$ cat src/frt_pkg.sv
`default_nettype none
package frt_pkg;
    // Clock and timer step, in ns
    localparam int CLK_PERIOD_NS = 4;
    localparam int TIMER_STEP_NS = 1000;
    localparam int DIV_CYCLES = TIMER_STEP_NS / CLK_PERIOD_NS;
    // Timer geometry
    localparam int TIMER_W = 12;
    localparam int TICK_A_US = 128;
    localparam int TICK_B_US = 1024;
    localparam int TICK_A_BITS = $clog2(TICK_A_US);
    localparam int TICK_B_BITS = $clog2(TICK_B_US);
    // Capture geometry
    localparam int CAP_W = 8;
    localparam int NUM_CAP = 2;
    localparam int CAP_SEL_W = 3;
    localparam logic [CAP_SEL_W-1:0] PRESCALE_MAX = 3'h4;
    // Port 0 width
    localparam int GPIO_W = 8;
    // Register port
    localparam int ADDR_W = 8;
    localparam int DATA_W = 8;
    localparam logic [ADDR_W-1:0] ADDR_GPIO_MASK = 8'h04;
    localparam logic [ADDR_W-1:0] ADDR_GPIO_POL = 8'h07;
    localparam logic [ADDR_W-1:0] ADDR_INT_EN = 8'h20;
    localparam logic [ADDR_W-1:0] ADDR_TIMER_LO = 8'h24;
    localparam logic [ADDR_W-1:0] ADDR_TIMER_HI = 8'h25;
    localparam logic [ADDR_W-1:0] ADDR_CAP_A_RISE = 8'h40;
    localparam logic [ADDR_W-1:0] ADDR_CAP_A_FALL = 8'h41;
    localparam logic [ADDR_W-1:0] ADDR_CAP_B_RISE = 8'h42;
    localparam logic [ADDR_W-1:0] ADDR_CAP_B_FALL = 8'h43;
    localparam logic [ADDR_W-1:0] ADDR_CAP_CFG = 8'h44;
    localparam logic [ADDR_W-1:0] ADDR_CAP_STATUS = 8'h45;
    // Request enable bits
    localparam int INT_W = 5;
    localparam int INT_TICK_A = 0;
    localparam int INT_TICK_B = 1;
    localparam int INT_CAP_A = 2;
    localparam int INT_CAP_B = 3;
    localparam int INT_GPIO = 4;
    // Capture status: bit 2*ch is rising, 2*ch+1 is falling
    localparam int STATUS_W = 2 * NUM_CAP;
    // Reset values
    localparam logic [INT_W-1:0] INT_EN_RST = 5'h00;
    localparam logic [CAP_SEL_W-1:0] CAP_CFG_RST = 3'h0;
    localparam logic [GPIO_W-1:0] GPIO_MASK_RST = 8'h00;
    localparam logic [GPIO_W-1:0] GPIO_POL_RST = 8'h00;
endpackage
`default_nettype wire

$ cat src/frt_timer.sv
`timescale 1ns/10ps
`default_nettype none
module frt_timer #(
    parameter int DIV = frt_pkg::DIV_CYCLES,
    parameter int WIDTH = frt_pkg::TIMER_W
) (
    // Clock and reset
    input wire logic clock,
    input wire logic rst_n,
    // Timer state and periodic ticks
    output logic [WIDTH-1:0] count_reg,
    output logic tick_a_reg,
    output logic tick_b_reg
);
    import frt_pkg::*;

    localparam int DW = $clog2(DIV);

    logic [DW-1:0] div_reg;
    logic us_en;

    // One pulse per microsecond
    assign us_en = (div_reg == DW'(DIV - 1));

    always_ff @(posedge clock or negedge rst_n)
    begin
        if (!rst_n)
            div_reg <= '0;
        else if (us_en)
            div_reg <= '0;
        else
            div_reg <= div_reg + 1'b1;
    end

    always_ff @(posedge clock or negedge rst_n)
    begin
        if (!rst_n)
            count_reg <= '0;
        else if (us_en)
            count_reg <= count_reg + 1'b1;
    end

    always_ff @(posedge clock or negedge rst_n)
    begin
        if (!rst_n)
        begin
            tick_a_reg <= 1'b0;
            tick_b_reg <= 1'b0;
        end
        else
        begin
            tick_a_reg <= us_en && (&count_reg[TICK_A_BITS-1:0]);
            tick_b_reg <= us_en && (&count_reg[TICK_B_BITS-1:0]);
        end
    end
endmodule
`default_nettype wire

$ cat src/frt_capture.sv
`timescale 1ns/10ps
`default_nettype none
module frt_capture #(
    parameter int W = frt_pkg::CAP_W
) (
    // Clock and reset
    input wire logic clock,
    input wire logic rst_n,
    // Pin and timer slice
    input wire logic pin,
    input wire logic [W-1:0] slice,
    // Captured values and events
    output logic [W-1:0] rise_reg,
    output logic [W-1:0] fall_reg,
    output logic rise_evt_reg,
    output logic fall_evt_reg
);
    import frt_pkg::*;

    logic pin_prev_reg;
    logic armed_reg;
    logic rise;
    logic fall;

    // No edge is reported until one sample has been taken after reset
    assign rise = armed_reg && pin && !pin_prev_reg;
    assign fall = armed_reg && !pin && pin_prev_reg;

    always_ff @(posedge clock or negedge rst_n)
    begin
        if (!rst_n)
        begin
            pin_prev_reg <= 1'b0;
            armed_reg <= 1'b0;
        end
        else
        begin
            pin_prev_reg <= pin;
            armed_reg <= 1'b1;
        end
    end

    always_ff @(posedge clock or negedge rst_n)
    begin
        if (!rst_n)
        begin
            rise_reg <= '0;
            fall_reg <= '0;
        end
        else
        begin
            if (rise)
                rise_reg <= slice;
            if (fall)
                fall_reg <= slice;
        end
    end

    always_ff @(posedge clock or negedge rst_n)
    begin
        if (!rst_n)
        begin
            rise_evt_reg <= 1'b0;
            fall_evt_reg <= 1'b0;
        end
        else
        begin
            rise_evt_reg <= rise;
            fall_evt_reg <= fall;
        end
    end
endmodule
`default_nettype wire

$ cat src/frt_top.sv
// Our own choices: strobed register access and the register addresses.
`timescale 1ns/10ps
`default_nettype none
module frt_top (
    // Clock and reset
    input wire logic clock,
    input wire logic rst_n,
    // Register port
    input wire logic [frt_pkg::ADDR_W-1:0] reg_addr,
    input wire logic [frt_pkg::DATA_W-1:0] reg_wdata,
    input wire logic reg_wr,
    input wire logic reg_rd,
    output logic [frt_pkg::DATA_W-1:0] reg_rdata_reg,
    // Port 0 pins
    input wire logic [frt_pkg::GPIO_W-1:0] port0_in,
    // Interrupt requests
    output logic tick_a_req_reg,
    output logic tick_b_req_reg,
    output logic cap_a_req_reg,
    output logic cap_b_req_reg,
    output logic gpio_req_reg
);
    import frt_pkg::*;

    logic [TIMER_W-1:0] count;
    logic tick_a;
    logic tick_b;
    logic [CAP_W-1:0] slice;
    logic [CAP_W-1:0] cap_rise [NUM_CAP];
    logic [CAP_W-1:0] cap_fall [NUM_CAP];
    logic [NUM_CAP-1:0] rise_evt;
    logic [NUM_CAP-1:0] fall_evt;
    logic [STATUS_W-1:0] status_set;

    logic [INT_W-1:0] int_en_reg;
    logic [CAP_SEL_W-1:0] cap_cfg_reg;
    logic [STATUS_W-1:0] cap_status_reg;
    logic [GPIO_W-1:0] gpio_mask_reg;
    logic [GPIO_W-1:0] gpio_pol_reg;
    logic [GPIO_W-1:0] gpio_prev_reg;
    logic gpio_armed_reg;
    logic [GPIO_W-1:0] gpio_hit;
    logic [TIMER_W-CAP_W-1:0] msb_hold_reg;
    logic [DATA_W-1:0] rd_next;

    function automatic logic wr_hit(input logic [ADDR_W-1:0] a);
        wr_hit = reg_wr && (reg_addr == a);
    endfunction

    function automatic logic [CAP_W-1:0] slice_of(
        input logic [TIMER_W-1:0] t,
        input logic [CAP_SEL_W-1:0] sel
    );
        logic [CAP_SEL_W-1:0] s;
        s = (sel > PRESCALE_MAX) ? PRESCALE_MAX : sel;
        slice_of = t[s +: CAP_W];
    endfunction

    frt_timer #(
        .DIV(DIV_CYCLES),
        .WIDTH(TIMER_W)
    ) u_timer (
        .clock(clock),
        .rst_n(rst_n),
        .count_reg(count),
        .tick_a_reg(tick_a),
        .tick_b_reg(tick_b)
    );

    // Setting n captures timer bits [n+7:n]
    assign slice = slice_of(count, cap_cfg_reg);

    genvar ch;
    generate
        for (ch = 0; ch < NUM_CAP; ch++)
        begin : g_cap
            frt_capture #(
                .W(CAP_W)
            ) u_cap (
                .clock(clock),
                .rst_n(rst_n),
                .pin(port0_in[ch]),
                .slice(slice),
                .rise_reg(cap_rise[ch]),
                .fall_reg(cap_fall[ch]),
                .rise_evt_reg(rise_evt[ch]),
                .fall_evt_reg(fall_evt[ch])
            );
            assign status_set[2*ch] = rise_evt[ch];
            assign status_set[2*ch+1] = fall_evt[ch];
        end
    endgenerate

    // Request enables
    always_ff @(posedge clock or negedge rst_n)
    begin
        if (!rst_n)
            int_en_reg <= INT_EN_RST;
        else if (wr_hit(ADDR_INT_EN))
            int_en_reg <= reg_wdata[INT_W-1:0];
    end

    // Prescaler select, held to the five legal settings
    always_ff @(posedge clock or negedge rst_n)
    begin
        if (!rst_n)
            cap_cfg_reg <= CAP_CFG_RST;
        else if (wr_hit(ADDR_CAP_CFG))
        begin
            if (reg_wdata[CAP_SEL_W-1:0] > PRESCALE_MAX)
                cap_cfg_reg <= PRESCALE_MAX;
            else
                cap_cfg_reg <= reg_wdata[CAP_SEL_W-1:0];
        end
    end

    // Sticky capture flags, write one to clear, a new capture wins
    always_ff @(posedge clock or negedge rst_n)
    begin
        if (!rst_n)
            cap_status_reg <= '0;
        else if (wr_hit(ADDR_CAP_STATUS))
            cap_status_reg <= (cap_status_reg & ~reg_wdata[STATUS_W-1:0])
                | status_set;
        else
            cap_status_reg <= cap_status_reg | status_set;
    end

    // Port 0 mask and polarity
    always_ff @(posedge clock or negedge rst_n)
    begin
        if (!rst_n)
        begin
            gpio_mask_reg <= GPIO_MASK_RST;
            gpio_pol_reg <= GPIO_POL_RST;
        end
        else
        begin
            if (wr_hit(ADDR_GPIO_MASK))
                gpio_mask_reg <= reg_wdata[GPIO_W-1:0];
            if (wr_hit(ADDR_GPIO_POL))
                gpio_pol_reg <= reg_wdata[GPIO_W-1:0];
        end
    end

    always_ff @(posedge clock or negedge rst_n)
    begin
        if (!rst_n)
        begin
            gpio_prev_reg <= '0;
            gpio_armed_reg <= 1'b0;
        end
        else
        begin
            gpio_prev_reg <= port0_in;
            gpio_armed_reg <= 1'b1;
        end
    end

    // Polarity one selects rising, zero selects falling
    assign gpio_hit = {GPIO_W{gpio_armed_reg}} & gpio_mask_reg
        & ((gpio_pol_reg & port0_in & ~gpio_prev_reg)
        | (~gpio_pol_reg & ~port0_in & gpio_prev_reg));

    // Interrupt requests, one cycle each
    always_ff @(posedge clock or negedge rst_n)
    begin
        if (!rst_n)
        begin
            tick_a_req_reg <= 1'b0;
            tick_b_req_reg <= 1'b0;
            cap_a_req_reg <= 1'b0;
            cap_b_req_reg <= 1'b0;
            gpio_req_reg <= 1'b0;
        end
        else
        begin
            tick_a_req_reg <= tick_a && int_en_reg[INT_TICK_A];
            tick_b_req_reg <= tick_b && int_en_reg[INT_TICK_B];
            cap_a_req_reg <= (rise_evt[0] || fall_evt[0])
                && int_en_reg[INT_CAP_A];
            cap_b_req_reg <= (rise_evt[1] || fall_evt[1])
                && int_en_reg[INT_CAP_B];
            gpio_req_reg <= (|gpio_hit) && int_en_reg[INT_GPIO];
        end
    end

    // Reading the low byte freezes the high nibble for a coherent pair
    always_ff @(posedge clock or negedge rst_n)
    begin
        if (!rst_n)
            msb_hold_reg <= '0;
        else if (reg_rd && reg_addr == ADDR_TIMER_LO)
            msb_hold_reg <= count[TIMER_W-1:CAP_W];
    end

    always_comb
    begin
        rd_next = '0;
        if (reg_addr == ADDR_TIMER_LO)
            rd_next = count[CAP_W-1:0];
        else if (reg_addr == ADDR_TIMER_HI)
            rd_next = {{(DATA_W-TIMER_W+CAP_W){1'b0}}, msb_hold_reg};
        else if (reg_addr == ADDR_CAP_A_RISE)
            rd_next = cap_rise[0];
        else if (reg_addr == ADDR_CAP_A_FALL)
            rd_next = cap_fall[0];
        else if (reg_addr == ADDR_CAP_B_RISE)
            rd_next = cap_rise[1];
        else if (reg_addr == ADDR_CAP_B_FALL)
            rd_next = cap_fall[1];
        else if (reg_addr == ADDR_CAP_CFG)
            rd_next = {{(DATA_W-CAP_SEL_W){1'b0}}, cap_cfg_reg};
        else if (reg_addr == ADDR_CAP_STATUS)
            rd_next = {{(DATA_W-STATUS_W){1'b0}}, cap_status_reg};
        else if (reg_addr == ADDR_INT_EN)
            rd_next = {{(DATA_W-INT_W){1'b0}}, int_en_reg};
        else if (reg_addr == ADDR_GPIO_MASK)
            rd_next = gpio_mask_reg;
        else if (reg_addr == ADDR_GPIO_POL)
            rd_next = gpio_pol_reg;
    end

    // Read data stands only in the cycle after the strobe
    always_ff @(posedge clock or negedge rst_n)
    begin
        if (!rst_n)
            reg_rdata_reg <= '0;
        else if (reg_rd)
            reg_rdata_reg <= rd_next;
        else
            reg_rdata_reg <= '0;
    end
endmodule
`default_nettype wire

$ cat config.mk
export PLATFORM = sky130hd
export DESIGN_NAME = frt_top
export DESIGN_NICKNAME = d
export VERILOG_FILES = /design/src/frt_pkg.sv /design/src/frt_timer.sv /design/src/frt_capture.sv /design/src/frt_top.sv
export SDC_FILE = /design/constraint.sdc
export NUM_CORES = 1
export LEC_CHECK = 0
export ABC_CLOCK_PERIOD_IN_PS = 5100
export BUFFER_PORTS_ARGS = -buffer_cell sky130_fd_sc_hd__buf_2
export CAP_MARGIN = 20
export CORE_ASPECT_RATIO = 0.75
export CORE_MARGIN = 2
export CORE_UTILIZATION = 36
export DETAILED_ROUTE_END_ITERATION = 7
export MAX_ROUTING_LAYER = met4
export PLACE_DENSITY = 0.62
export SYNTH_ARGS = -nofsm -noshare
export SYNTH_HDL_FRONTEND = slang
export SYNTH_SLANG_ARGS = --single-unit
$ cat constraint.sdc
create_clock -name clock -period 5.1 [get_ports clock]
set_clock_uncertainty 0.2 [all_clocks]
set_input_delay 1.53 -clock clock [delete_from_list [all_inputs] [get_ports clock]]
set_output_delay 1.53 -clock clock [all_outputs]
set_load 0.05 [all_outputs]
## Word-level counts from Yosys, hierarchy flattened

Cells that the tools add are included.

| word-level totals | value |
|---|---|
| register bits after elaboration | 114 |
| output and inout port bits | 13 |
| input bits | 28 |
| logic and storage cells | 105 |

| operators by class | value |
|---|---|
| add/subtract/negate cells | 2 |
| muxes and demuxes | 16 |
| equality and inequality tests | 12 |
| shifts and indexed selects | 1 |
| reduce and logical (&&, ||, !) cells | 30 |
| $lt $le $gt $ge | 2 |
| bitwise gates (word level) | 14 |

Operators by type and width:

| cell | count |
|---|---|
| 8-bit 2-to-1 mux | 13 |
| 8-bit bitwise AND | 6 |
| 8-bit by 7-bit equality test with 1-bit output (second input constant) | 6 |
| 8-bit by 6-bit equality test with 1-bit output (second input constant) | 3 |
| 8-bit inverter | 3 |
| 1-bit logical AND | 21 |
| 8-bit by 3-bit equality test with 1-bit output (second input constant) | 2 |
| 12-bit by 1-bit adder with 12-bit output (second input constant) | 1 |
| 12-bit by 4-bit indexed part select with 8-bit output | 1 |
| 10-bit AND reduction | 1 |
| 8-bit by 1-bit adder with 8-bit output (second input constant) | 1 |
| 8-bit equality test (second input constant) | 1 |
| 4-bit OR | 2 |
| 8-bit OR | 1 |
| 8-bit OR reduction | 1 |
| 7-bit AND reduction | 1 |
| 3-bit greater-than comparator (second input constant) | 2 |
| 3-bit 2-to-1 mux | 2 |
| 4-bit bitwise AND | 1 |
| 1-bit zero test | 4 |
| 4-bit 2-to-1 mux | 1 |
| 4-bit inverter | 1 |
| 1-bit logical OR | 2 |

## Logic depth before layout (Yosys ltp)

Gate-level depths: netlist (run 1).

| depth | value |
|---|---|
| depth in word-level cells | 13 |
| depth in mapped cells | 7 |
| gate-level depth less buffers | 7 |

## By module

From an unflattened synthesis (run 1), not the netlist that was laid out.

| second synthesis, totals | value |
|---|---|
| cell total of the unflattened synthesis | 481 |
| area, all modules | 5659.2 um^2 |

By module, submodules not included:

| module | area an instance (um^2) | sequential area each (um^2) | cells an instance | times used |
|---|---|---|---|---|
| frt_top | 3178.0 | 1351.3 | 316 | 1 |
| frt_capture | 732.0 | 500.5 | 41 | 2 |
| frt_timer | 1017.2 | 550.5 | 83 | 1 |

## Worst setup path after synthesis (run 1)

No wires, ideal clock.

| timing | value |
|---|---|
| path type | in2reg |
| start | input port reg_addr[3] (netlist name) |
| end | register cap_cfg_reg[2] |
| data required time | 4775 ps |
| path slack | 1818 ps |
| cell stages on the path | 5 |
| data arrival time | 2957 ps |
| setup time | 125 ps |
| buffers on the path | 2 |
| cells stage by stage | buf_6 > or4b_4 > buf_6 > or3_4 > mux2_4 |

| on the way | value |
|---|---|
| word-level cells in the longest chain between the ends | 2 |

Ends and longest elaborated chain:

| element | line | text |
|---|---|---|
| start: declaration | frt_top.sv:9 | `input wire logic [frt_pkg::ADDR_W-1:0] reg_addr,` |
| 8-bit by 7-bit equality test with 1-bit output | frt_top.sv:47 | `wr_hit = reg_wr && (reg_addr == a);` |
| 1-bit logical AND | frt_top.sv:47 |  |
| end signal: assignment | frt_top.sv:113 | `cap_cfg_reg <= reg_wdata[CAP_SEL_W-1:0];` |
| end: declaration | frt_top.sv:36 | `logic [CAP_SEL_W-1:0] cap_cfg_reg;` |

Every way passes these cells.
A chain may end at the register's enable or synchronous reset.

## Final worst setup path (run 1)

| timing | value |
|---|---|
| start | input port reg_addr[0] (netlist name) |
| end | register reg_rdata_reg[4] (netlist name) |

| on the way | value |
|---|---|
| word-level cells in the longest chain between the ends | 13 |
| elaborated cells between the ends (all ways) | 23 |
| those cells by class | eq/ne: 11; mux: 12 |

Ends and longest elaborated chain:

| element | line | text |
|---|---|---|
| 8-bit by 3-bit equality test with 1-bit output | frt_top.sv:220 | `else if (reg_addr == ADDR_GPIO_POL)` |
| 8-bit 2-to-1 mux | frt_top.sv:220 |  |
| 8-bit 2-to-1 mux | frt_top.sv:218 | `else if (reg_addr == ADDR_GPIO_MASK)` |
| 8-bit 2-to-1 mux | frt_top.sv:216 | `else if (reg_addr == ADDR_INT_EN)` |
| 8-bit 2-to-1 mux | frt_top.sv:214 | `else if (reg_addr == ADDR_CAP_STATUS)` |
| 8-bit 2-to-1 mux | frt_top.sv:212 | `else if (reg_addr == ADDR_CAP_CFG)` |
| 8-bit 2-to-1 mux | frt_top.sv:210 | `else if (reg_addr == ADDR_CAP_B_FALL)` |
| 8-bit 2-to-1 mux | frt_top.sv:208 | `else if (reg_addr == ADDR_CAP_B_RISE)` |
| 8-bit 2-to-1 mux | frt_top.sv:206 | `else if (reg_addr == ADDR_CAP_A_FALL)` |
| 8-bit 2-to-1 mux | frt_top.sv:204 | `else if (reg_addr == ADDR_CAP_A_RISE)` |
| 8-bit 2-to-1 mux | frt_top.sv:202 | `else if (reg_addr == ADDR_TIMER_HI)` |
| 8-bit 2-to-1 mux * | frt_top.sv:200 | `if (reg_addr == ADDR_TIMER_LO)` |
| 8-bit 2-to-1 mux * | frt_top.sv:229 | `else if (reg_rd)` |
| end signal: assignment | frt_top.sv:230 | `reg_rdata_reg <= rd_next;` |
| end: declaration | frt_top.sv:13 | `output logic [frt_pkg::DATA_W-1:0] reg_rdata_reg,` |

Mark *: on every way between the ends. The rest lies on a longest branch, timed or not.

==> results of run 1 <==
## how the worst max path moves through the flow
stage / from / to / slack [ps]
floorplan: reg_addr[3] / cap_cfg_reg[2] / 1820
global placement: reg_addr[0] / reg_rdata_reg[4] / 1440
detailed placement: reg_addr[0] / reg_rdata_reg[4] / 1450
CTS: reg_addr[0] / reg_rdata_reg[4] / 1820
global route: reg_addr[0] / reg_rdata_reg[4] / 1690
finish: reg_addr[0] / reg_rdata_reg[4] / 1830
## critical path, delay by kind of cell
| family | cells | cell delay (ps) |
|---|---|---|
| simple gates | 2 | 530 |
| buf+inv | 1 | 390 |
| compound gates | 3 | 830 |
## layout make-up
type,count,area [µm²],area share
multi-input combinational,325,2380,0.397
sequential,112,2800,0.467
clock buffer,11,253,0.0421
tap,200,250,0.0417
clock inverter,5,61.3,0.0102
timing repair buffer,42,218,0.0363
inverter,9,33.8,0.00563
## stage by stage
| step | cells | hold slack (ps) | area, µm² | total power (µW) | setup WS, ps |
|---|---|---|---|---|---|
| after floorplan | 469 | 228 | 5340 | 981 | 1820 |
| after global placement | 688 | 240 | 5690 | 1030 | 1440 |
| after detailed placement | 688 | 247 | 5690 | 1030 | 1450 |
| after CTS | 704 | 264 | 6000 | 1770 | 1820 |
| after global routing | 704 | 285 | 6000 | 1830 | 1690 |
| final | 704 | 261 | 6000 | 1750 | 1830 |
## cell families (layout without fill, tap and decap cells)
kind of cell             after synthesis  in the layout  share of synthesized area
adder cells (fa/ha/maj)                3              3                    0.00703
multiplexers                          54             54                      0.144
XOR/XNOR                              15             15                     0.0246
other                                  1              1                   0.000703
buffers and inverters                 32             67                     0.0281
flip-flops                           112            112                      0.525
AO/OA/AOI/OAI                        105            105                      0.125
AND/OR/NAND/NOR                      147            147                      0.146
## layer usage
layer  global-route usage  vias up  part of all wire
met2                0.238       89              0.43
met5                    -        -                 0
li1                     -     1760                 -
met4               0.0485        0             0.014
met1                0.271     1899              0.50
met3               0.0422       14             0.060
## power groups by stage
stage	logic, µW	registers [µW]	clock network, µW
after floorplan	52.4	929	0
after global placement	96.2	934	0
after detailed placement	98.6	935	0
after CTS	98.8	917	753
after global routing	109	919	799
final	97.1	917	735
## cell usage in the layout, fill, tap and decap left out, types with 9 or more instances in the layout
| master | Yosys | routed |
|---|---|---|
| buf_2 | 9 | 39 |
| dfrtp_1 | 112 | 112 |
| clkbuf_16 | 0 | 9 |
| mux4_2 | 15 | 15 |
| inv_1 | 9 | 9 |
| a21oi_1 | 10 | 10 |
| nand2_1 | 64 | 64 |
| nor2_1 | 25 | 25 |
| mux2_2 | 27 | 27 |
| mux2i_1 | 11 | 11 |
| o21ai_0 | 51 | 51 |
==> run summary, run 1 <==
Fill cells - 1412
Syn Area/Cell - 11.4 µm²
Hold Buf Count CTS - 0
Worst Path Arrival - 3300 ps
Hold Crit Depth - 1
Post-synth top cells - 112 x dfrtp_1, 64 x nand2_1, 51 x o21ai_0
Cts bufs inserted - 9
Slowest stage delay, CP - 390 ps
Sequential-to-total area share from yosys stat - 0.525
Post-synth cell types - 61
Comb power frac - 0.056
Yosys reg bits - 112
Peak supply drop - 0.198 mV
Pwr dens - 291 nW/µm²
Worst slew margin - 0.487
Post-synth EDFFs - 0
Synth area leaders - dfrtp_1 53%, mux4_2 6.3%, mux2_2 5.7%, o21ai_0 4.8%, nand2_1 4.5%
P_leak - 0.00264 µW
Max Cap Viol - 0
Vias in the first global route - 3615
Port Buffers - 40
Pin count of the biggest net entering global routing - 40
Clock latency at the later pin of the worst-skew pair - 350 ps
Syn Nets - 500
Layout area overhead - 12.5%
Htree depth - 3
# DRC - 0
Synth Flop Type - dfrtp_1
CTS tree - done
FF-to-FF End - u_timer.count_reg[11]
Post-CTS setup buffer count - 0
Layout cells sized above 1 - 0.222
Routed WL per cell - 18.0 µm
Slowest CP cell - buf_2
CTS clk-pin slew, worst paths - 70 ps
Critical-path cell list - buf_2 > nor2_1 > and3_1 > a221oi_1 > o22ai_1 > a221o_1
# nets final - 530
Die width - 145 µm
Switching Share - 0.230
Worst-margin pin slew - 767 ps
CP startpoint kind - primary input
Final worst-path cycle share - 0.642
GR Util All Layers - 0.179
Final core occ - 0.415
HPWL Detailed - 9.24 mm
Unrepaired setup endpoints after global routing - no
Flop2flop setup slack - 2680 ps
Die Y-Extent - 109 µm
Int Pwr - 1350 µW
HP Start - u_timer.tick_a_reg
Synth Cell Area - 5340 µm²
Register-to-Register Path Depth - 7
Initial core utilization - 0.369
# IOs - 41
Crit path time final - 3270 ps
Crit end category - flip-flop
Total die area - 15800 µm²
Final setup vio count - 0
Hold endpoint - tick_a_req_reg
Gr ovfl total - 0
Routed vias/inst - 5.34
Fin. max-slew vios - 0
Yosys warns - 0
TritonCTS Sinks - 112
Sequential power share - 0.524
HP Class - reg -> reg
Required @ worst endpoint - 5130 ps
Critical path class - in -> reg
Initial antenna violation count - 0
Gpl congestion - 0.891
Synth area leader - dfrtp_1
Core Footprint - 14500 µm²
Final Hold Vio Count - 0
Post-CTS sizing - 0
Clock share of power - 0.420
Antenna diodes - 0
Global-route wire length before repair - 20.6 mm
Top-count cell post-synth - dfrtp_1
Vias - 3762
NetSw - 402 µW
Top-area cell type share of the netlist area - 0.525
Drt first pass iters - 6
Post-synthesis instance total - 469
Status - complete, no violations
Asr flop ratio synth - 1.00
Peak Freq - 0.306 GHz
R2R Path Start - u_timer.div_reg[1]
CTS Buffer Depth - 2
Setup_tns - 0 ps
Post-Route WL - 12.7 mm
Crit path max fanout - 19
CTS Root Cell - clkbuf_16
DRT iter0 DRCs - 266
Cell Rows - 38
Post-route ant nets - 0
(Power assumes the default switching activity.)
==> run 2: changes to the inputs <==
Settings changed: ABC_CLOCK_PERIOD_IN_PS 5100 to 3300.
Clock period 5.1 ns to 3.3 ns, I/O delays scaled along.
==> run 2 against run 1 <==
Against the previous run:
- critical endpoint unchanged
- combinational power grew 59%
- core utilization grew 0.087 points
- critical path type unchanged
- sequential share of layout area shrank 0.097 points
- cell count grew 0.57%
- sequential power grew 55%
- via count grew 1.6%
- flip-flop and latch count is the same
- wire length grew 0.20%
- die area is the same
- global-route usage shrank 0.17 points
==> run summary, run 2 (synthesized netlist as in run 1, its figures left out) <==
Status - complete, no violations (unchanged)
Max Cap Viol - 0 (unchanged)
Slowest stage delay, CP - 770 ps (was 390 ps)
Fill cells - 1410 (was 1412)
# IOs - 41 (unchanged)
Critical path class - in -> reg (unchanged)
Global-route wire length before repair - 20.5 mm (was 20.6 mm)
Die width - 145 µm (unchanged)
CTS Buffer Depth - 2 (unchanged)
Gpl congestion - 0.936 (was 0.891)
HP Start - u_timer.tick_a_reg (unchanged)
Comb power frac - 0.059 (was 0.056)
Worst Setup SP - reg_addr[5] (was reg_addr[0])
Switching Share - 0.231 (was 0.230)
Final worst-path cycle share - 0.823
Peak Freq - 0.368 GHz
# nets final - 534 (was 530)
Design Area, Final - 6010 µm² (was 6000 µm²)
Setup_tns - 0 ps (unchanged)
Area post-placement - 5730 µm² (was 5690 µm²)
Worst slew margin - 0.545 (was 0.487)
Routed WL per cell - 17.9 µm (was 18.0 µm)
Gr ovfl total - 0 (unchanged)
Cts bufs inserted - 9 (unchanged)
CTS Root Cell - clkbuf_16 (unchanged)
Clock share of power - 0.395 (was 0.420)
Routed vias/inst - 5.40 (was 5.34)
Critical-path cell list - buf_2 > or4b_1 > nor3_4 > a31oi_1 > a221o_1 (was buf_2 > nor2_1 > and3_1 > a221oi_1 > o22ai_1 > a221o_1)
Commonest non-fill, non-tap cell in the layout - dfrtp_1 (unchanged)
CP startpoint kind - primary input (unchanged)
Top delay family on crit path - simple AND/OR/NAND/NOR gates (was compound AO/OA/AOI/OAI gates)
Post-Route WL - 12.7 mm (about the same)
Slowest CP cell - or4b_1 (was buf_2)
CTS tree - done (unchanged)
Die Y-Extent - 109 µm (unchanged)
Sequential power share - 0.545 (was 0.524)
Total die area - 15800 µm² (unchanged)
Unrepaired setup endpoints after global routing - no (unchanged)
Vias - 3822 (was 3762)
Tot Pwr - 2600 µW (was 1750 µW)
R2R Path Start - u_timer.div_reg[1] (unchanged)
Int Pwr - 2000 µW (was 1350 µW)
Post-CTS setup buffer count - 0 (unchanged)
HP Class - reg -> reg (unchanged)
Fin. max-slew vios - 0 (unchanged)
Most frequent cells in the layout - 112 x dfrtp_1, 64 x nand2_1, 51 x o21ai_0 (unchanged)
Pwr dens - 433 nW/µm² (was 291 nW/µm²)
CTS clk-pin slew, worst paths - 70 ps (about the same)
Clock latency at the later pin of the worst-skew pair - 340 ps (was 350 ps)
Vias in the first global route - 3649 (was 3615)
HPWL Detailed - 9.29 mm (was 9.24 mm)
GR Util All Layers - 0.177 (was 0.179)
NetSw - 601 µW (was 402 µW)
Core Footprint - 14500 µm² (unchanged)
Final Hold Vio Count - 0 (unchanged)
Drt first pass iters - 5 (was 6)
Required @ worst endpoint - 3330 ps (was 5130 ps)
Antenna diodes - 0 (unchanged)
Port Buffers - 40 (unchanged)
Initial antenna violation count - 0 (unchanged)
Buf/Inv on CP - 1 (unchanged)
Layout cells sized above 1 - 0.228 (was 0.222)
Flop2flop setup slack - 1100 ps (was 2680 ps)
# DRC - 0 (unchanged)
Worst-margin pin slew - 681 ps (was 767 ps)
Hold Buf Count CTS - 0 (unchanged)
Layout area overhead - 12.7% (was 12.5%)
Pin count of the biggest net entering global routing - 53 (was 40)
Crit path time final - 2710 ps
Post-route ant nets - 0 (unchanged)
Crit path max fanout - 11 (was 19)
Final core occ - 0.416 (was 0.415)
Initial core utilization - 0.369 (unchanged)
DRT iter0 DRCs - 342 (was 266)
Post-CTS sizing - 0 (unchanged)
Cell Rows - 38 (unchanged)
P_leak - 0.00265 µW (was 0.00264 µW)
Final setup vio count - 0 (unchanged)
Htree depth - 3 (unchanged)
Crit end category - flip-flop (unchanged)
Worst Path Arrival - 2740 ps (was 3300 ps)
TritonCTS Sinks - 112 (unchanged)
Peak supply drop - 0.233 mV (was 0.198 mV)
## run 2: per-stage QoR
step	hold slack [ps]	setup WS [ps]	cells
6_report	261	586	708
5_1_grt	276	518	708
4_1_cts	266	629	708
3_5_place_dp	253	285	692
3_3_place_gp	239	306	692
2_1_floorplan	228	558	469
## run 2: worst paths after layout
kind                                         end  cells past startpoint
max                             reg_rdata_reg[4]                      5
min                               tick_a_req_reg                      1
max reg2reg                u_timer.count_reg[10]                      7
min reg2reg                       tick_a_req_reg                      1
max in group asynchronous       gpio_prev_reg[2]                      2
min in group asynchronous     u_timer.div_reg[6]                      1
## run 2: power by group through the flow
stage | logic [µW] | clock network [µW] | registers, µW
finish | 154 | 1030 | 1420
global route | 172 | 1120 | 1420
CTS | 155 | 1060 | 1420
detailed placement | 155 | 0 | 1450
global placement | 151 | 0 | 1440
floorplan | 81.0 | 0 | 1440
## run 2: worst reg2reg max path, cell delays in order, from the launching register on
cell	delay, ps
dfrtp_1	410
inv_1	70
ha_1	170
nand4b_1	180
nor3_1	450
and2_1	250
and4_1	250
xor2_1	140
## run 2: metal layers
metal	up-vias	part of all wire	global-route usage
li1	1762	-	-
met1	1914	0.49	0.260
met2	135	0.43	0.247
met3	11	0.070	0.0444
met4	0	0.011	0.0423
met5	-	0	-
## run 2: final cells by class
cell class | count | area (µm²) | share of cell area
clock buffer | 11 | 253 | 0.0420
clock inverter | 5 | 31.3 | 0.00520
inverter | 9 | 33.8 | 0.00562
multi-input combinational | 325 | 2380 | 0.396
sequential | 112 | 2800 | 0.466
tap | 200 | 250 | 0.0416
timing repair buffer | 46 | 260 | 0.0433
